==> config.mk <==
export PLATFORM = sky130hd
export DESIGN_NAME = spi_hosted_uart_core
export DESIGN_NICKNAME = d
export VERILOG_FILES = /design/src/logic/uart_core_pkg.sv /design/src/logic/spi_hosted_uart_core.sv
export SDC_FILE = /design/constraint.sdc
export NUM_CORES = 1
export LEC_CHECK = 0
export ABC_AREA = 1
export BUFFER_PORTS_ARGS = -buffer_cell sky130_fd_sc_hd__buf_4
export CAP_MARGIN = 20
export CELL_PAD_IN_SITES_DETAIL_PLACEMENT = 2
export CELL_PAD_IN_SITES_GLOBAL_PLACEMENT = 2
export CORE_MARGIN = 4
export CORE_UTILIZATION = 30
export DETAILED_ROUTE_END_ITERATION = 8
export GPL_TIMING_DRIVEN = 0
export PLACE_DENSITY_LB_ADDON = 0.1
export SYNTH_ARGS = -nofsm -noshare
export SYNTH_HDL_FRONTEND = slang
export SYNTH_SLANG_ARGS = --single-unit
==> constraint.sdc <==
create_clock -name clock -period 6.5 [get_ports clock]
set_input_delay 1.95 -clock clock [delete_from_list [all_inputs] [get_ports clock]]
set_output_delay 1.95 -clock clock [all_outputs]
set_load 0.005 [all_outputs]
==> src/logic/uart_core_pkg.sv <==
// constants, carrier types and states of the host-driven uart core
// assumes a 50 MHz core clock; every pin is asynchronous to it
// Function
// - host port works only with clock idle low, sampling on leading edge
// - async and infrared streams up to 230 kbaud, eight-entry receive fifo
// - flag an interrupt source when an address character carries extra bit
// - every frame shifts exactly sixteen bits in and sixteen bits out
// - first two input bits choose config write/read or data write/read
// - capture each input bit on the rising shift clock edge
// - msb appears at select fall, later bits change on falling clock edges
// - select released before sixteen bits abandons frame, nothing changes
// - register updates and clears happen when select rises after full frame; receive fifo pops at sixteenth clock fall instead
// - each select fall restarts the bit counter for a fresh frame
// - four-bit baud divisor select, written and read back, resets to zero
// - clear-to-send status is inverted pin, untouched by reset
// - data write loads eight bits, top bit dropped for short words
// - data read returns fifo byte, zero after reset, top bit zero if short
// - fifo enabled when active-low control is zero, bypassed when one
// - infrared select switches line to pulse timing, reads back
// - word-length bit picks eight or seven bits, plus extra when enabled
// - extra transmit bit sent as written when enabled, no parity computed
// - received extra bit stored with its character, zero when disabled
// - extra-bit enable resets to zero, adds one bit each direction
// - receive-available clears at sixteenth clock fall if nothing pending
// - zero at first stop bit flags framing fault, next good char clears it
`default_nettype none

package uart_core_pkg;

    // ==========================================================
    // timing
    localparam int CLK_HZ = 50_000_000;
    localparam int MAX_BAUD = 230_400;
    localparam int OVERSAMPLE = 16;
    // subtick period rounded up so the top rate never exceeds the limit
    localparam int TICK_CYCLES =
        (CLK_HZ + MAX_BAUD * OVERSAMPLE - 1) / (MAX_BAUD * OVERSAMPLE);
    localparam logic [3:0] SUB_LAST = 4'hf;
    localparam logic [3:0] SUB_MID = 4'h7;
    localparam logic [3:0] IR_PULSE_SUBS = 4'h3;
    localparam logic [4:0] IR_HOLD_SUBS = 5'h10;

    // ==========================================================
    // host frame
    localparam logic [4:0] FRAME_BITS = 5'h10;
    localparam logic [4:0] OP_BITS = 5'h01;
    localparam logic [1:0] OP_CFG_WR = 2'h3;
    localparam logic [1:0] OP_CFG_RD = 2'h1;
    localparam logic [1:0] OP_DATA_WR = 2'h2;
    localparam logic [1:0] OP_DATA_RD = 2'h0;
    localparam int BIT_R = 15;
    localparam int BIT_T = 14;
    localparam int BIT_FEN = 13;
    localparam int BIT_FE = 10;
    localparam int BIT_CTS = 9;
    localparam int BIT_EXTRA = 8;
    localparam int BIT_IR = 7;
    localparam int BIT_PE = 5;
    localparam int BIT_L = 4;
    localparam int BAUD_LSB = 0;

    // ==========================================================
    // character and fifo
    localparam int RX_DEPTH = 8;
    localparam int TX_DEPTH = 16;
    localparam logic [3:0] LONG_BITS = 4'h8;
    localparam logic [3:0] SHORT_BITS = 4'h7;

    typedef struct packed {
        logic fifo_disable_n;
        logic infrared_timing_sel;
        logic extra_bit_enable;
        logic word_short;
        logic [3:0] baud_divisor_sel;
    } cfg_s;

    typedef struct packed {
        logic extra;
        logic [7:0] data;
    } char_s;

    localparam int CHAR_W = $bits(char_s);

    typedef enum logic [1:0] {RX_IDLE, RX_START, RX_BITS, RX_STOP} rx_state_e;
    typedef enum logic [1:0] {TX_IDLE, TX_START, TX_BITS, TX_STOP} tx_state_e;

endpackage

`default_nettype wire

==> src/logic/spi_hosted_uart_core.sv <==
// character fifo and the host-driven uart core
// assumes all pins are asynchronous; host shift clock far below core clock
`default_nettype none

// ==========================================================
// generic fifo, state in flip-flops
module char_fifo #(
    parameter int WIDTH = 9,
    parameter int DEPTH = 16
) (
    input wire logic clock,
    input wire logic srst,
    input wire logic in_valid,
    output logic in_ready,
    input wire logic [WIDTH-1:0] in_data,
    output logic out_valid,
    input wire logic out_ready,
    output logic [WIDTH-1:0] out_data
);
    localparam int PW = (DEPTH > 1) ? $clog2(DEPTH) : 1;
    localparam int CW = $clog2(DEPTH + 1);
    localparam logic [PW-1:0] PTR_LAST = PW'(DEPTH - 1);
    localparam logic [CW-1:0] CNT_FULL = CW'(DEPTH);

    typedef struct packed {
        logic [DEPTH-1:0][WIDTH-1:0] mem;
        logic [PW-1:0] wr;
        logic [PW-1:0] rd;
        logic [CW-1:0] count;
    } fifo_s;

    fifo_s s_r;
    fifo_s s_nxt;
    logic push;
    logic pop;

    assign in_ready = (s_r.count != CNT_FULL);
    assign out_valid = (s_r.count != '0);
    assign out_data = s_r.mem[s_r.rd];
    assign push = in_valid & in_ready;
    assign pop = out_valid & out_ready;

    always_comb
    begin
        s_nxt = s_r;
        if (push)
        begin
            s_nxt.mem[s_r.wr] = in_data;
            s_nxt.wr = (s_r.wr == PTR_LAST) ? '0 : s_r.wr + 1'b1;
        end
        if (pop)
            s_nxt.rd = (s_r.rd == PTR_LAST) ? '0 : s_r.rd + 1'b1;
        if (push && !pop)
            s_nxt.count = s_r.count + 1'b1;
        else if (pop && !push)
            s_nxt.count = s_r.count - 1'b1;
        if (srst)
            s_nxt = '0;
    end

    always_ff @(posedge clock)
        s_r <= s_nxt;
endmodule

// ==========================================================
// uart core behind the host serial port
module spi_hosted_uart_core
    import uart_core_pkg::*;
#(
    parameter int BASE_TICK = TICK_CYCLES
) (
    input wire logic clock,
    input wire logic srst,
    input wire logic sclk,
    input wire logic cs_n,
    input wire logic din,
    output logic dout,
    output logic dout_oe_n,
    input wire logic rx,
    output logic tx,
    input wire logic cts_n,
    output logic cts_status,
    output logic rx_avail,
    output logic framing_fault_flag,
    output logic addr_char_irq,
    output logic [3:0] baud_divisor_sel
);
    typedef struct packed {
        logic sclk_m, sclk_s, sclk_d;
        logic cs_m, cs_s, cs_d;
        logic din_m, din_s;
        logic rx_m, rx_s;
        logic cts_m, cts_s, cts_status;
        logic [4:0] cnt;
        logic [15:0] in_sh;
        logic [15:0] out_sh;
        logic [1:0] op;
        logic had_data;
        logic dout, dout_oe_n;
        cfg_s cfg;
        logic fe, irq, avail;
        logic [7:0] tick_cnt;
        logic tick;
        rx_state_e rx_state;
        logic [3:0] rx_sub, rx_idx;
        logic [8:0] rx_bits;
        logic [4:0] ir_hold;
        tx_state_e tx_state;
        logic [3:0] tx_sub, tx_idx;
        char_s tx_word;
        logic tx_line;
    } core_s;

    core_s s_r;
    core_s s_nxt;

    // ==========================================================
    // frame field packing, shared by logic and checks
    function automatic cfg_s cfg_from_word(input logic [15:0] w);
        cfg_s c;
        c.fifo_disable_n = w[BIT_FEN];
        c.infrared_timing_sel = w[BIT_IR];
        c.extra_bit_enable = w[BIT_PE];
        c.word_short = w[BIT_L];
        c.baud_divisor_sel = w[BAUD_LSB +: 4];
        return c;
    endfunction

    function automatic logic [7:0] fit_byte(input logic [7:0] b,
                                            input logic short_w);
        return short_w ? {1'b0, b[6:0]} : b;
    endfunction

    logic sclk_rise, sclk_fall, cs_fall, cs_rise, frame, full;
    logic rx_line, rx_push, rx_accept, rx_pop, rx_valid, rx_fin_ready;
    logic tx_push, tx_ready, tx_valid, tx_pop, tx_bit, fe_set, fe_clr;
    logic [3:0] n_data, n_bits;
    logic [7:0] tick_reload;
    char_s rx_char, rx_head, tx_char, tx_head;
    logic [15:0] data_word, cfg_word;

    assign sclk_rise = s_r.sclk_s & ~s_r.sclk_d;
    assign sclk_fall = ~s_r.sclk_s & s_r.sclk_d;
    assign cs_fall = ~s_r.cs_s & s_r.cs_d;
    assign cs_rise = s_r.cs_s & ~s_r.cs_d;
    assign frame = ~s_r.cs_s;
    assign full = (s_r.cnt == FRAME_BITS);
    assign n_data = s_r.cfg.word_short ? SHORT_BITS : LONG_BITS;
    assign n_bits = n_data + {3'h0, s_r.cfg.extra_bit_enable};
    assign tick_reload = 8'((32'(s_r.cfg.baud_divisor_sel) + 1) * BASE_TICK
                            - 1);
    assign rx_line = s_r.cfg.infrared_timing_sel ? (s_r.ir_hold == '0)
                                                 : s_r.rx_s;

    assign rx_char.extra = s_r.cfg.extra_bit_enable & s_r.rx_bits[n_data];
    assign rx_char.data = fit_byte(s_r.rx_bits[7:0], s_r.cfg.word_short);
    assign rx_push = (s_r.rx_state == RX_STOP) && s_r.tick &&
                     (s_r.rx_sub == SUB_LAST) && rx_line;
    assign rx_accept = rx_push & (~s_r.cfg.fifo_disable_n | ~rx_valid);
    assign fe_set = (s_r.rx_state == RX_STOP) && s_r.tick &&
                    (s_r.rx_sub == SUB_LAST) && !rx_line;
    assign rx_pop = frame && sclk_fall && full && !s_r.op[0] && s_r.had_data;
    assign tx_push = cs_rise && full && (s_r.op == OP_DATA_WR);
    // top bit dropped for short words
    assign tx_char.data = fit_byte(s_r.in_sh[7:0], s_r.cfg.word_short);
    assign tx_char.extra = s_r.in_sh[BIT_EXTRA];
    assign fe_clr = rx_push | (cs_rise && full && (s_r.op == OP_CFG_WR));
    assign tx_pop = (s_r.tx_state == TX_IDLE) && s_r.tick && tx_valid;
    assign tx_bit = (s_r.tx_idx < n_data) ? s_r.tx_word.data[s_r.tx_idx[2:0]]
                                         : s_r.tx_word.extra;

    always_comb
    begin
        data_word = '0;
        data_word[BIT_R] = rx_valid;
        data_word[BIT_T] = tx_ready;
        data_word[BIT_FE] = s_r.fe;
        data_word[BIT_CTS] = s_r.cts_status;
        if (rx_valid)
        begin
            data_word[BIT_EXTRA] = rx_head.extra;
            data_word[7:0] = fit_byte(rx_head.data, s_r.cfg.word_short);
        end
        cfg_word = '0;
        cfg_word[BIT_R] = rx_valid;
        cfg_word[BIT_T] = tx_ready;
        cfg_word[BIT_FEN] = s_r.cfg.fifo_disable_n;
        cfg_word[BIT_IR] = s_r.cfg.infrared_timing_sel;
        cfg_word[BIT_PE] = s_r.cfg.extra_bit_enable;
        cfg_word[BIT_L] = s_r.cfg.word_short;
        cfg_word[BAUD_LSB +: 4] = s_r.cfg.baud_divisor_sel;
    end

    char_fifo #(.WIDTH(CHAR_W), .DEPTH(RX_DEPTH)) rx_fifo (
        .clock(clock),
        .srst(srst),
        .in_valid(rx_accept),
        .in_ready(rx_fin_ready),
        .in_data(rx_char),
        .out_valid(rx_valid),
        .out_ready(rx_pop),
        .out_data(rx_head)
    );

    // transmitter pops only in TX_IDLE, so the fifo backs up into T
    char_fifo #(.WIDTH(CHAR_W), .DEPTH(TX_DEPTH)) tx_fifo (
        .clock(clock),
        .srst(srst),
        .in_valid(tx_push),
        .in_ready(tx_ready),
        .in_data(tx_char),
        .out_valid(tx_valid),
        .out_ready(tx_pop),
        .out_data(tx_head)
    );

    always_comb
    begin
        core_s rst_v;
        rst_v = '0;
        s_nxt = s_r;
        // ==========================================================
        // two-stage synchronisers, third stage only for edges
        s_nxt.sclk_m = sclk;
        s_nxt.sclk_s = s_r.sclk_m;
        s_nxt.sclk_d = s_r.sclk_s;
        s_nxt.cs_m = cs_n;
        s_nxt.cs_s = s_r.cs_m;
        s_nxt.cs_d = s_r.cs_s;
        s_nxt.din_m = din;
        s_nxt.din_s = s_r.din_m;
        s_nxt.rx_m = rx;
        s_nxt.rx_s = s_r.rx_m;
        s_nxt.cts_m = cts_n;
        s_nxt.cts_s = s_r.cts_m;
        s_nxt.cts_status = ~s_r.cts_s;

        // ==========================================================
        // host port, mode 0 only
        // idle-low clock, leading-edge sample
        if (cs_fall)
        begin
            s_nxt.cnt = '0;
            s_nxt.out_sh = data_word;
            s_nxt.had_data = rx_valid;
        end
        else if (frame)
        begin
            if (sclk_rise && !full)
            begin
                s_nxt.in_sh = {s_r.in_sh[14:0], s_r.din_s};
                s_nxt.cnt = s_r.cnt + 1'b1;
                if (s_r.cnt == OP_BITS)
                begin
                    s_nxt.op = {s_r.in_sh[0], s_r.din_s};
                    if ({s_r.in_sh[0], s_r.din_s} == OP_CFG_RD)
                        s_nxt.out_sh[14:1] = cfg_word[13:0];
                end
            end
            if (sclk_fall)
                s_nxt.out_sh = {s_r.out_sh[14:0], 1'b0};
        end
        if (cs_rise && full && (s_r.op == OP_CFG_WR))
            s_nxt.cfg = cfg_from_word(s_r.in_sh);
        s_nxt.dout = s_nxt.out_sh[15];
        s_nxt.dout_oe_n = s_r.cs_s;

        s_nxt.fe = fe_set | (s_r.fe & ~fe_clr);
        s_nxt.irq = s_r.cfg.extra_bit_enable & rx_valid & rx_head.extra;
        s_nxt.avail = rx_valid;

        // ==========================================================
        // oversampling tick
        // rate from divisor select
        s_nxt.tick = (s_r.tick_cnt == '0);
        s_nxt.tick_cnt = (s_r.tick_cnt == '0) ? tick_reload
                                             : s_r.tick_cnt - 1'b1;
        if (s_r.cfg.infrared_timing_sel && s_r.rx_s)
            s_nxt.ir_hold = IR_HOLD_SUBS;
        else if (s_r.tick && s_r.ir_hold != '0)
            s_nxt.ir_hold = s_r.ir_hold - 1'b1;

        // ==========================================================
        // receiver
        case (s_r.rx_state)
            RX_IDLE:
                if (!rx_line)
                begin
                    s_nxt.rx_state = RX_START;
                    s_nxt.rx_sub = '0;
                end
            RX_START:
                if (s_r.tick)
                begin
                    s_nxt.rx_sub = s_r.rx_sub + 1'b1;
                    if (s_r.rx_sub == SUB_MID)
                    begin
                        s_nxt.rx_state = rx_line ? RX_IDLE : RX_BITS;
                        s_nxt.rx_sub = '0;
                        s_nxt.rx_idx = '0;
                        s_nxt.rx_bits = '0;
                    end
                end
            RX_BITS:
                if (s_r.tick)
                begin
                    s_nxt.rx_sub = s_r.rx_sub + 1'b1;
                    if (s_r.rx_sub == SUB_LAST)
                    begin
                        s_nxt.rx_bits[s_r.rx_idx] = rx_line;
                        s_nxt.rx_idx = s_r.rx_idx + 1'b1;
                        if (s_r.rx_idx == n_bits - 1'b1)
                            s_nxt.rx_state = RX_STOP;
                    end
                end
            RX_STOP:
                if (s_r.tick)
                begin
                    s_nxt.rx_sub = s_r.rx_sub + 1'b1;
                    // either way, hunt for next start
                    if (s_r.rx_sub == SUB_LAST)
                        s_nxt.rx_state = RX_IDLE;
                end
            default:
                s_nxt.rx_state = RX_IDLE;
        endcase

        // ==========================================================
        // transmitter
        case (s_r.tx_state)
            TX_IDLE:
            begin
                s_nxt.tx_line = ~s_r.cfg.infrared_timing_sel;
                if (tx_pop)
                begin
                    s_nxt.tx_word = tx_head;
                    s_nxt.tx_state = TX_START;
                    s_nxt.tx_sub = '0;
                end
            end
            TX_START, TX_BITS, TX_STOP:
            begin
                s_nxt.tx_line = (s_r.tx_state == TX_BITS) ? tx_bit
                                : (s_r.tx_state == TX_STOP);
                // short high pulse marks a zero
                if (s_r.cfg.infrared_timing_sel)
                    s_nxt.tx_line = ~s_nxt.tx_line &
                                    (s_r.tx_sub < IR_PULSE_SUBS);
                if (s_r.tick)
                begin
                    s_nxt.tx_sub = s_r.tx_sub + 1'b1;
                    if (s_r.tx_sub == SUB_LAST)
                    begin
                        s_nxt.tx_idx = s_r.tx_idx + 1'b1;
                        if (s_r.tx_state == TX_START)
                        begin
                            s_nxt.tx_state = TX_BITS;
                            s_nxt.tx_idx = '0;
                        end
                        else if (s_r.tx_state == TX_STOP)
                            s_nxt.tx_state = TX_IDLE;
                        else if (s_r.tx_idx == n_bits - 1'b1)
                            s_nxt.tx_state = TX_STOP;
                    end
                end
            end
            default:
                s_nxt.tx_state = TX_IDLE;
        endcase

        // clear-to-send path survives reset on purpose
        if (srst)
        begin
            rst_v.sclk_m = 1'b0;
            rst_v.cs_m = 1'b1;
            rst_v.cs_s = 1'b1;
            rst_v.cs_d = 1'b1;
            rst_v.dout_oe_n = 1'b1;
            rst_v.tx_line = 1'b1;
            rst_v.cts_m = s_nxt.cts_m;
            rst_v.cts_s = s_nxt.cts_s;
            rst_v.cts_status = s_nxt.cts_status;
            s_nxt = rst_v;
        end
    end

    always_ff @(posedge clock)
        s_r <= s_nxt;

    assign dout = s_r.dout;
    assign dout_oe_n = s_r.dout_oe_n;
    assign tx = s_r.tx_line;
    assign cts_status = s_r.cts_status;
    assign rx_avail = s_r.avail;
    assign framing_fault_flag = s_r.fe;
    assign addr_char_irq = s_r.irq;
    assign baud_divisor_sel = s_r.cfg.baud_divisor_sel;
endmodule

`default_nettype wire

; Word-level counts from Yosys, hierarchy flattened
; Cells that the tools add are included.
[classes]
n_mux = 68
n_bitwise = 28
n_reduce_logical = 64
n_eq_ne = 35
order_cmp = 12
mul = 1
add_sub_neg = 19
[ops]
columns = operator, count
row1 = 144-bit bitwise mux, 1
row2 = 72-bit bitwise mux, 1
row3 = 19-bit 2-to-1 mux, 3
row4 = 16-bit 2-to-1 mux, 3
row5 = 9-bit 2-to-1 mux, 5
row6 = 14-bit 2-to-1 mux, 3
row7 = 9-bit binary-select mux with 4-bit select, 1
row8 = 9-bit demux with 4-bit select, 1
row9 = 34-bit 2-to-1 mux, 1
row10 = 8-bit 2-to-1 mux, 4
row11 = "4-bit by 1-bit adder with 4-bit output, second input constant", 7
row12 = 4-bit 2-to-1 mux, 7
row13 = 9-bit binary-select mux with 3-bit select, 1
row14 = 9-bit demux with 3-bit select, 1
row15 = 13-bit one-hot mux with 2 select lines, 1
row16 = 6-bit one-hot mux with 4 select lines, 1
row17 = 1-bit logical AND, 23
row18 = "4-bit by 5-bit less-than comparator with 1-bit output, second input constant", 4
row19 = 2-bit 2-to-1 mux, 10
row20 = 5-bit 2-to-1 mux, 4
row21 = 4-bit AND reduction, 5
row22 = 6-bit 2-to-1 mux, 3
row23 = "2-bit inequality test, second input constant", 9
row24 = "4-bit equality test, second input constant", 4
row25 = other kinds (50), 124
[word_totals]
word_cells = 300
output_inout_bits = 11
regBits = 356
inputBits = 7

; Logic depth before layout (Yosys ltp)
; Gate-level depths: netlist (run 1).
[logic_depth]
ltp_word = 10
ltp_mapped = 20
depth_no_buf = 18

; By module
; A second synthesis (run 1) with hierarchy kept.
[unflattened]
hier_cells = 2920
area_unflattened_um2 = 18856.8
[modules_own_cells]
columns = module, cells_per_inst, seq_area_each_um2, instances, area_per_inst_um2
row1 = char_fifo (tx_fifo), 1403, 3143.0, 1, 8434.3
row2 = spi_hosted_uart_core, 768, 2302.2, 1, 5730.5
row3 = char_fifo (rx_fifo), 749, 1641.6, 1, 4692.0

; Least setup slack after synthesis (run 1)
; No wires, ideal clock.
[synth_path]
kind = in2reg
startpoint = in srst
endpoint = reg s_r[74] in the netlist's numbering
path_stages = 6
t_required_ns = 6.430
path_buffers = 3
slack_ns = 3.539
setup_ns = 0.070
arrival_ns = 2.891
cell_sequence = clkbuf_1 inv_1 clkbuf_1 clkbuf_1 o21ai_0 a21oi_1
[synth_rtl]
columns = item, line
row1 = "start, declared", spi_hosted_uart_core.sv:73  ; input wire logic srst,
row2 = "end signal, assigned", spi_hosted_uart_core.sv:388  ; s_r <= s_nxt;
row3 = "end, declared", spi_hosted_uart_core.sv:114  ; core_s s_r;

==> results of run 1 <==
## power by group through the flow
stage          Combinational [uW]  Clock [uW]  Sequential [uW]
3_3_place_gp                  264           0             2280
3_5_place_dp                  271           0             2280
5_1_grt                       313        2970             2240
2_1_floorplan                 184           0             2270
6_report                      274        2810             2230
4_1_cts                       277        2880             2230
## flip-flops by register name (all words and copies together) (netlist names), named ones only
name	flops
tx_fifo.s_r	157
tx	1
cts_status	1
s_r	100
dout_oe_n	1
rx_fifo.s_r	82
rx_avail	1
cfg_word	4
baud_divisor_sel	4
framing_fault_flag	1
addr_char_irq	1
## synth_stat cells, types with 3 or more instances
cell      count  share of area, %
a211oi_1      8              0.36
a21oi_1     343                10
a31oi_1       5              0.19
buf_1         7              0.16
buf_2        16              0.48
buf_4        14              0.63
buf_6        12              0.81
clkbuf_1     89               2.0
clkinv_1      3             0.068
dfxtp_1     354                43
fa_1          3              0.36
ha_1         44               3.3
inv_1       170               3.8
inv_2         5              0.11
nand2_1     382               8.6
nand2_2       8              0.30
nand2_4       5              0.34
nand3_1     226               6.8
nand4_1      13              0.49
nor2_1      271               6.1
nor3_1       15              0.45
nor3b_1       4              0.18
o211ai_1     15              0.68
o21a_1        6              0.27
o21ai_0     250               7.5
o221ai_1      3              0.16
o22ai_1      15              0.56
o31ai_1       3              0.14
xnor2_1       9              0.47
xor2_1       14              0.74
## cell families after synthesis
group,after synthesis
XOR/XNOR,23
adder cells (fa/ha/maj),47
AND/OR/NAND/NOR,938
flip-flops,354
buffers and inverters,317
AO/OA/AOI/OAI,654
## layout by cell type, fill, tap and decap left out, types with 9 or more instances in the layout
cell type,Yosys,final
nand4_1,13,13
o21ai_0,250,250
xnor2_1,9,9
nor2_1,271,271
buf_4,14,30
nor3_1,15,15
nand3_1,226,226
dfxtp_1,354,354
buf_6,12,12
clkbuf_1,89,103
nand2_1,382,382
a21oi_1,343,343
ha_1,44,44
o211ai_1,15,15
clkbuf_16,0,49
buf_2,16,16
o22ai_1,15,15
inv_1,170,170
xor2_1,14,14
## layer usage
layer,share of wire [%],wire length (um),up-vias,global-route usage [%]
li1,-,-,7930,-
met2,48,34500,254,40.9
met3,3.4,2420,75,3.02
met4,1.7,1240,0,4.91
met1,47,33500,8474,32.0
met5,0,0,-,0
## how the worst max path moves through the flow
stage	start	cells after the start	endpoint
after floorplan	srst	6	s_r[74]
after global placement	srst	6	rx_fifo.s_r[9]
after detailed placement	srst	4	s_r[17]
after CTS	srst	6	s_r[38]
after global routing	srst	6	s_r[93]
final	srst	6	s_r[92]
## through the flow
step / cell area, sq um / util [%] / worst slack, ns / power, uW
finish: 19400 / 35.3 / 2.72 / 5320
floorplan: 16700 / - / 3.54 / 2460
global placement: 17700 / 32.2 / 2.16 / 2540
CTS: 19400 / 35.2 / 2.72 / 5390
global route: 19400 / 35.2 / 2.57 / 5520
detailed placement: 17700 / 32.2 / 2.11 / 2550
## area by class of cell
cell class	count	area, sq um	share of cell area, %
Multi-Input combinational cell	1662	8200	42.3
Sequential cell	354	7090	36.6
Clock buffer	70	1380	7.09
Tap cell	748	936	4.83
Buffer	139	696	3.59
Inverter	178	668	3.45
Clock inverter	15	282	1.45
Timing Repair Buffer	17	135	0.697
Antenna cell	1	2.50	0.0129
==> metrics, run 1 <==
initial antenna violation count 0; mux cell area share after synthesis 0%; Final Max Slew Viols 0; Syn Area/Cell 7.14 sq um; Area Overhead vs Synth 16.4%; # resized after CTS 0; Seq/Total Area, Yosys 42.6%; Post-Synth Simple-Gate Area 23.9%; DR DRC count 0; largest family of logic cells by synthesized area simple AND/OR/NAND/NOR gates; drt pass-1 iters 5; CTS clk-pin slew, worst paths 0.05 ns; RSZ-0062 raised after global routing no; setup TNS 0 ns; vias per std cell 5.26; CTS sink cnt 354; CP Buf/Inv Count 4; die height 244 um; worst hold path stage count 0; post-CTS setup buffers 0; CTS Buf Count 46; hold slack 0.326 ns; number of distinct library cells after synthesis 46; status finished clean; clk_lat worst skew 0.58 ns; combinational power share 5.1%; Die Area 59300 sq um; CTS tree done; first-pass GRT wire length 109 mm; drt total wl 71.7 mm; syn nets 2387; CTS Hold Buffers Added 0; VDD IR max 0.175 mV; Starting Density 30.3%; R2R Path End tx_fifo.s_r[4]; hold worst-path end s_r[107]; Startpoint Class input port; Final ANT Viol Nets 0; leakage power 0.00726 uW; internal power 4060 uW; Port Buffer Count 16; Setup-failing EPs final 0; placed cell count 3097; Hold Crit Start s_r[108]; fillers 6526; Final Instance Count excl. Fillers 3184; num rows 86; CTS root buffer clkbuf_16; Final Cycle Share 58.2%; hpwl dp 51.8 mm; Post-synth EDFFs 0; Tmin final 3.78 ns; max cap viols 0; drt initial violations 925; Max transition margin 24.5%; vias in the first global route 17700; PwrDens 275 nW/um^2; Routed WL per cell 22.5 um; post-synthesis cell count 2333; clock power share 52.9%; Core Area 55000 sq um; Ys Warns 0; biggest cell delay along the critical path 0.77 ns; main flop type after synthesis dfxtp_1; final hold vios 0; Worst R2R Start s_r[102]; total I/O pin count 18; register bit total from synthesis 354; fin nets 2452; Critical Path AT 4.28 ns; H-tree depth 2; worst-margin pin slew 1.13 ns; critical path capture point type flip-flop; Max Clk Rate 264 MHz; GP Congestion 0.905; largest net degree at the start of global routing 13; switch share 23.7%; Worst Skew 0.0168 ns; Mapped Area 16700 sq um; Async S/R FF share, synth 0%; Crit path top cell by count clkbuf_1; reg2reg setup slack 3.13 ns; CP top delay family buffers and inverters; XOR/XNOR share of the synthesized area 1.21%; Psw 1260 uW; Die Wd 244 um; Compound-Gate Fraction of Synth Area 20.5%; vias after detailed routing 16700; clock tree buffer depth 3; grt total ovfl 0; GRT Resource Usage Total 23.7%; Req. time, crit path 7.00 ns; fraction of layout cells with a size suffix above 1 6.53%; CP max stage cell clkbuf_1; hold crit path type reg -> reg; Flop pwr share 42.0%; Adder-Cell Fraction of Synth Area 3.67%; r2r worst-path depth 19; worst path cell trace clkbuf_1 -> inv_1 -> clkbuf_1 -> clkbuf_1 -> o21ai_0 -> a21oi_1; critical path type in -> reg; worst-path maximum fanout 10
Power figures use the tool's default switching activity.
==> run 2, diff against run 1 <==
==> constraint.sdc (replaced) <==
create_clock -name clock -period 3.4 [get_ports clock]
set_input_delay 1.02 -clock clock [delete_from_list [all_inputs] [get_ports clock]]
set_output_delay 1.02 -clock clock [all_outputs]
set_load 0.005 [all_outputs]
==> run 2 against run 1 <==
Effect of this change:
- critical path depth grew 13
- design area grew 0.32%
- global-route usage is essentially flat
- sequential cell count is the same
- largest cell class unchanged
- die area is the same
- critical path type is now reg -> reg
- routed wire length grew 0.12%
==> metrics, run 2 (synthesis gave the netlist of run 1 again) <==
biggest cell delay along the critical path 0.35 ns (was 0.77 ns); Largest regs tx_fifo.s_r x157, s_r x100, rx_fifo.s_r x82 (unchanged); worst-path maximum fanout 10 (unchanged); Die Wd 244 um (unchanged); CTS Buf Count 46 (unchanged); final hold vios 0 (unchanged); drt pass-1 iters 5 (unchanged); fraction of layout cells with a size suffix above 1 7.06% (was 6.53%); Tmin final 3.19 ns; H-tree depth 2 (unchanged); total I/O pin count 18 (unchanged); placed cell count 3097 (unchanged); max reg flops 157 (unchanged); DR DRC count 0 (unchanged); Startpoint Class flip-flop (was input port); GRT Resource Usage Total 23.7% (about the same); commonest cells after routing, fill and taps aside 380 x nand2_1, 352 x dfxtp_1, 343 x a21oi_1, 271 x nor2_1, 249 x o21ai_0 (was 382 x nand2_1, 354 x dfxtp_1, 343 x a21oi_1, 271 x nor2_1, 250 x o21ai_0); CTS tree done (unchanged); worst path cell trace inv_1 -> ha_1 -> nand3_2 -> nor3_4 -> nand2_2 -> nor2_4 -> buf_12 -> buf_6 -> ha_2 -> inv_2 -> fa_2 -> a21oi_1 -> nor2_1 -> nor2_1 -> nor2_1 -> nor2_1 -> nand2_1 -> o21ai_0 -> a21oi_1 (was clkbuf_1 -> inv_1 -> clkbuf_1 -> clkbuf_1 -> o21ai_0 -> a21oi_1); Max Clk Rate 314 MHz; reg2reg setup slack 0.21 ns (was 3.13 ns); Area Overhead vs Synth 16.8% (was 16.4%); Routed WL per cell 22.5 um (about the same); Crit path top cell by count nor2_1 (was clkbuf_1); setup TNS 0 ns (unchanged); Max transition margin 26.1% (was 24.5%); post-route design area 19400 sq um (about the same); worst hold path stage count 0 (unchanged); commonest non-fill, non-tap cell in the layout nand2_1 (unchanged); leakage power 0.00728 uW (was 0.00726 uW); end of the critical path tx_fifo.s_r[4] (was s_r[92]); vias per std cell 5.25 (was 5.26); Starting Density 30.3% (unchanged); num rows 86 (unchanged); clock tree buffer depth 3 (unchanged); hold crit path type reg -> reg (unchanged); CTS sink cnt 354 (unchanged); Req. time, crit path 3.87 ns (was 7.00 ns); Core Area 55000 sq um (unchanged); Final Instance Count excl. Fillers 3186 (was 3184); Setup-failing EPs final 0 (unchanged); Final ANT Viol Nets 0 (unchanged); Critical Path AT 3.66 ns (was 4.28 ns); CTS clk-pin slew, worst paths 0.06 ns (was 0.05 ns); DP Area 17700 sq um (unchanged); r2r worst-path depth 19 (unchanged); grt total ovfl 0 (unchanged); VDD IR max 0.335 mV (was 0.175 mV); Final Max Slew Viols 0 (unchanged); vias after detailed routing 16700 (about the same); drt total wl 71.8 mm (was 71.7 mm); drt initial violations 944 (was 925); fin nets 2454 (was 2452); CP max stage cell fa_2 (was clkbuf_1); R2R Path End tx_fifo.s_r[4] (unchanged); Worst R2R Start s_r[102] (unchanged); largest net degree at the start of global routing 13 (unchanged); Port Buffer Count 16 (unchanged); worst setup path startpoint s_r[102] (was srst); initial antenna violation count 0 (unchanged); hpwl dp 51.8 mm (unchanged); max cap viols 0 (unchanged); PwrDens 523 nW/um^2 (was 275 nW/um^2); first-pass GRT wire length 109 mm (unchanged); register with the most flip-flops tx_fifo.s_r (unchanged); critical path capture point type flip-flop (unchanged); clk_lat worst skew 0.58 ns (about the same); Die Area 59300 sq um (unchanged); critical path type reg -> reg (was in -> reg); status finished clean (unchanged); GP Congestion 0.905 (unchanged); Final Cycle Share 93.8%; vias in the first global route 17700 (unchanged); worst-margin pin slew 1.11 ns (was 1.13 ns); die height 244 um (unchanged); CTS root buffer clkbuf_16 (unchanged); Worst Skew 0.0166 ns (was 0.0168 ns); CTS Hold Buffers Added 0 (unchanged)
[run 2: cell type report]
| type | instances | area, sq um |
|---|---|---|
| Antenna cell | 1 | 2.50 |
| Fill cell | 6514 | 35500 |
| Clock buffer | 70 | 1380 |
| Timing Repair Buffer | 20 | 158 |
| Sequential cell | 354 | 7090 |
| Buffer | 138 | 697 |
| Multi-Input combinational cell | 1662 | 8240 |
| Inverter | 178 | 668 |
| Tap cell | 748 | 936 |
| Clock inverter | 15 | 282 |
[run 2: worst min-delay path by stage]
stage / to / start / slack [ns]
after detailed placement: s_r[107] / s_r[108] / 0.32
after CTS: s_r[107] / s_r[108] / 0.33
after global routing: s_r[107] / s_r[108] / 0.34
after global placement: s_r[107] / s_r[108] / 0.31
after floorplan: s_r[107] / s_r[108] / 0.31
final: s_r[107] / s_r[108] / 0.33
[run 2: critical path, delay by kind of cell, from the launching register on]
kind	cells	cell delay, ns
AOI/OAI and AO/OA	3	0.34
and+or+nand+nor	9	1.09
buffers and inverters	4	0.55
adders and majority gates	3	0.75
DFF	1	0.34
[run 2: what timing repair did]
action | 4_1_cts | 5_1_grt
gates cloned | 0 | 0
pin swaps | 0 | 3
setup buffers | 0 | 3
setup endpoints to repair | 1 | 5
resized for setup | 1 | 14
[run 2: metrics by stage]
stage | hold slack [ns] | utilization, % | power [uW] | worst slack [ns]
final | 0.326 | 35.4 | 10200 | 0.211
after global routing | 0.344 | 35.4 | 10600 | -0.0206
after CTS | 0.329 | 35.2 | 10300 | 0.0384
after detailed placement | 0.316 | 32.2 | 4880 | -0.0616
after global placement | 0.310 | 32.2 | 4860 | -0.0104
after floorplan | 0.310 | - | 4690 | 0.679
[run 2: where the power goes]
group,leakage (uW),internal [uW],switching (uW)
registers,0.00286,4220,55.9
logic,0.00361,153,372
clock network,0.000808,3390,1980
[run 2: layer usage]
layer / vias up / GRT usage (%) / share of wire (%)
li1: 7947 / - / -
met5: - / 0 / 0
met3: 75 / 3.02 / 3.3
met4: 0 / 4.91 / 1.8
met1: 8472 / 32.0 / 47
met2: 244 / 40.9 / 48
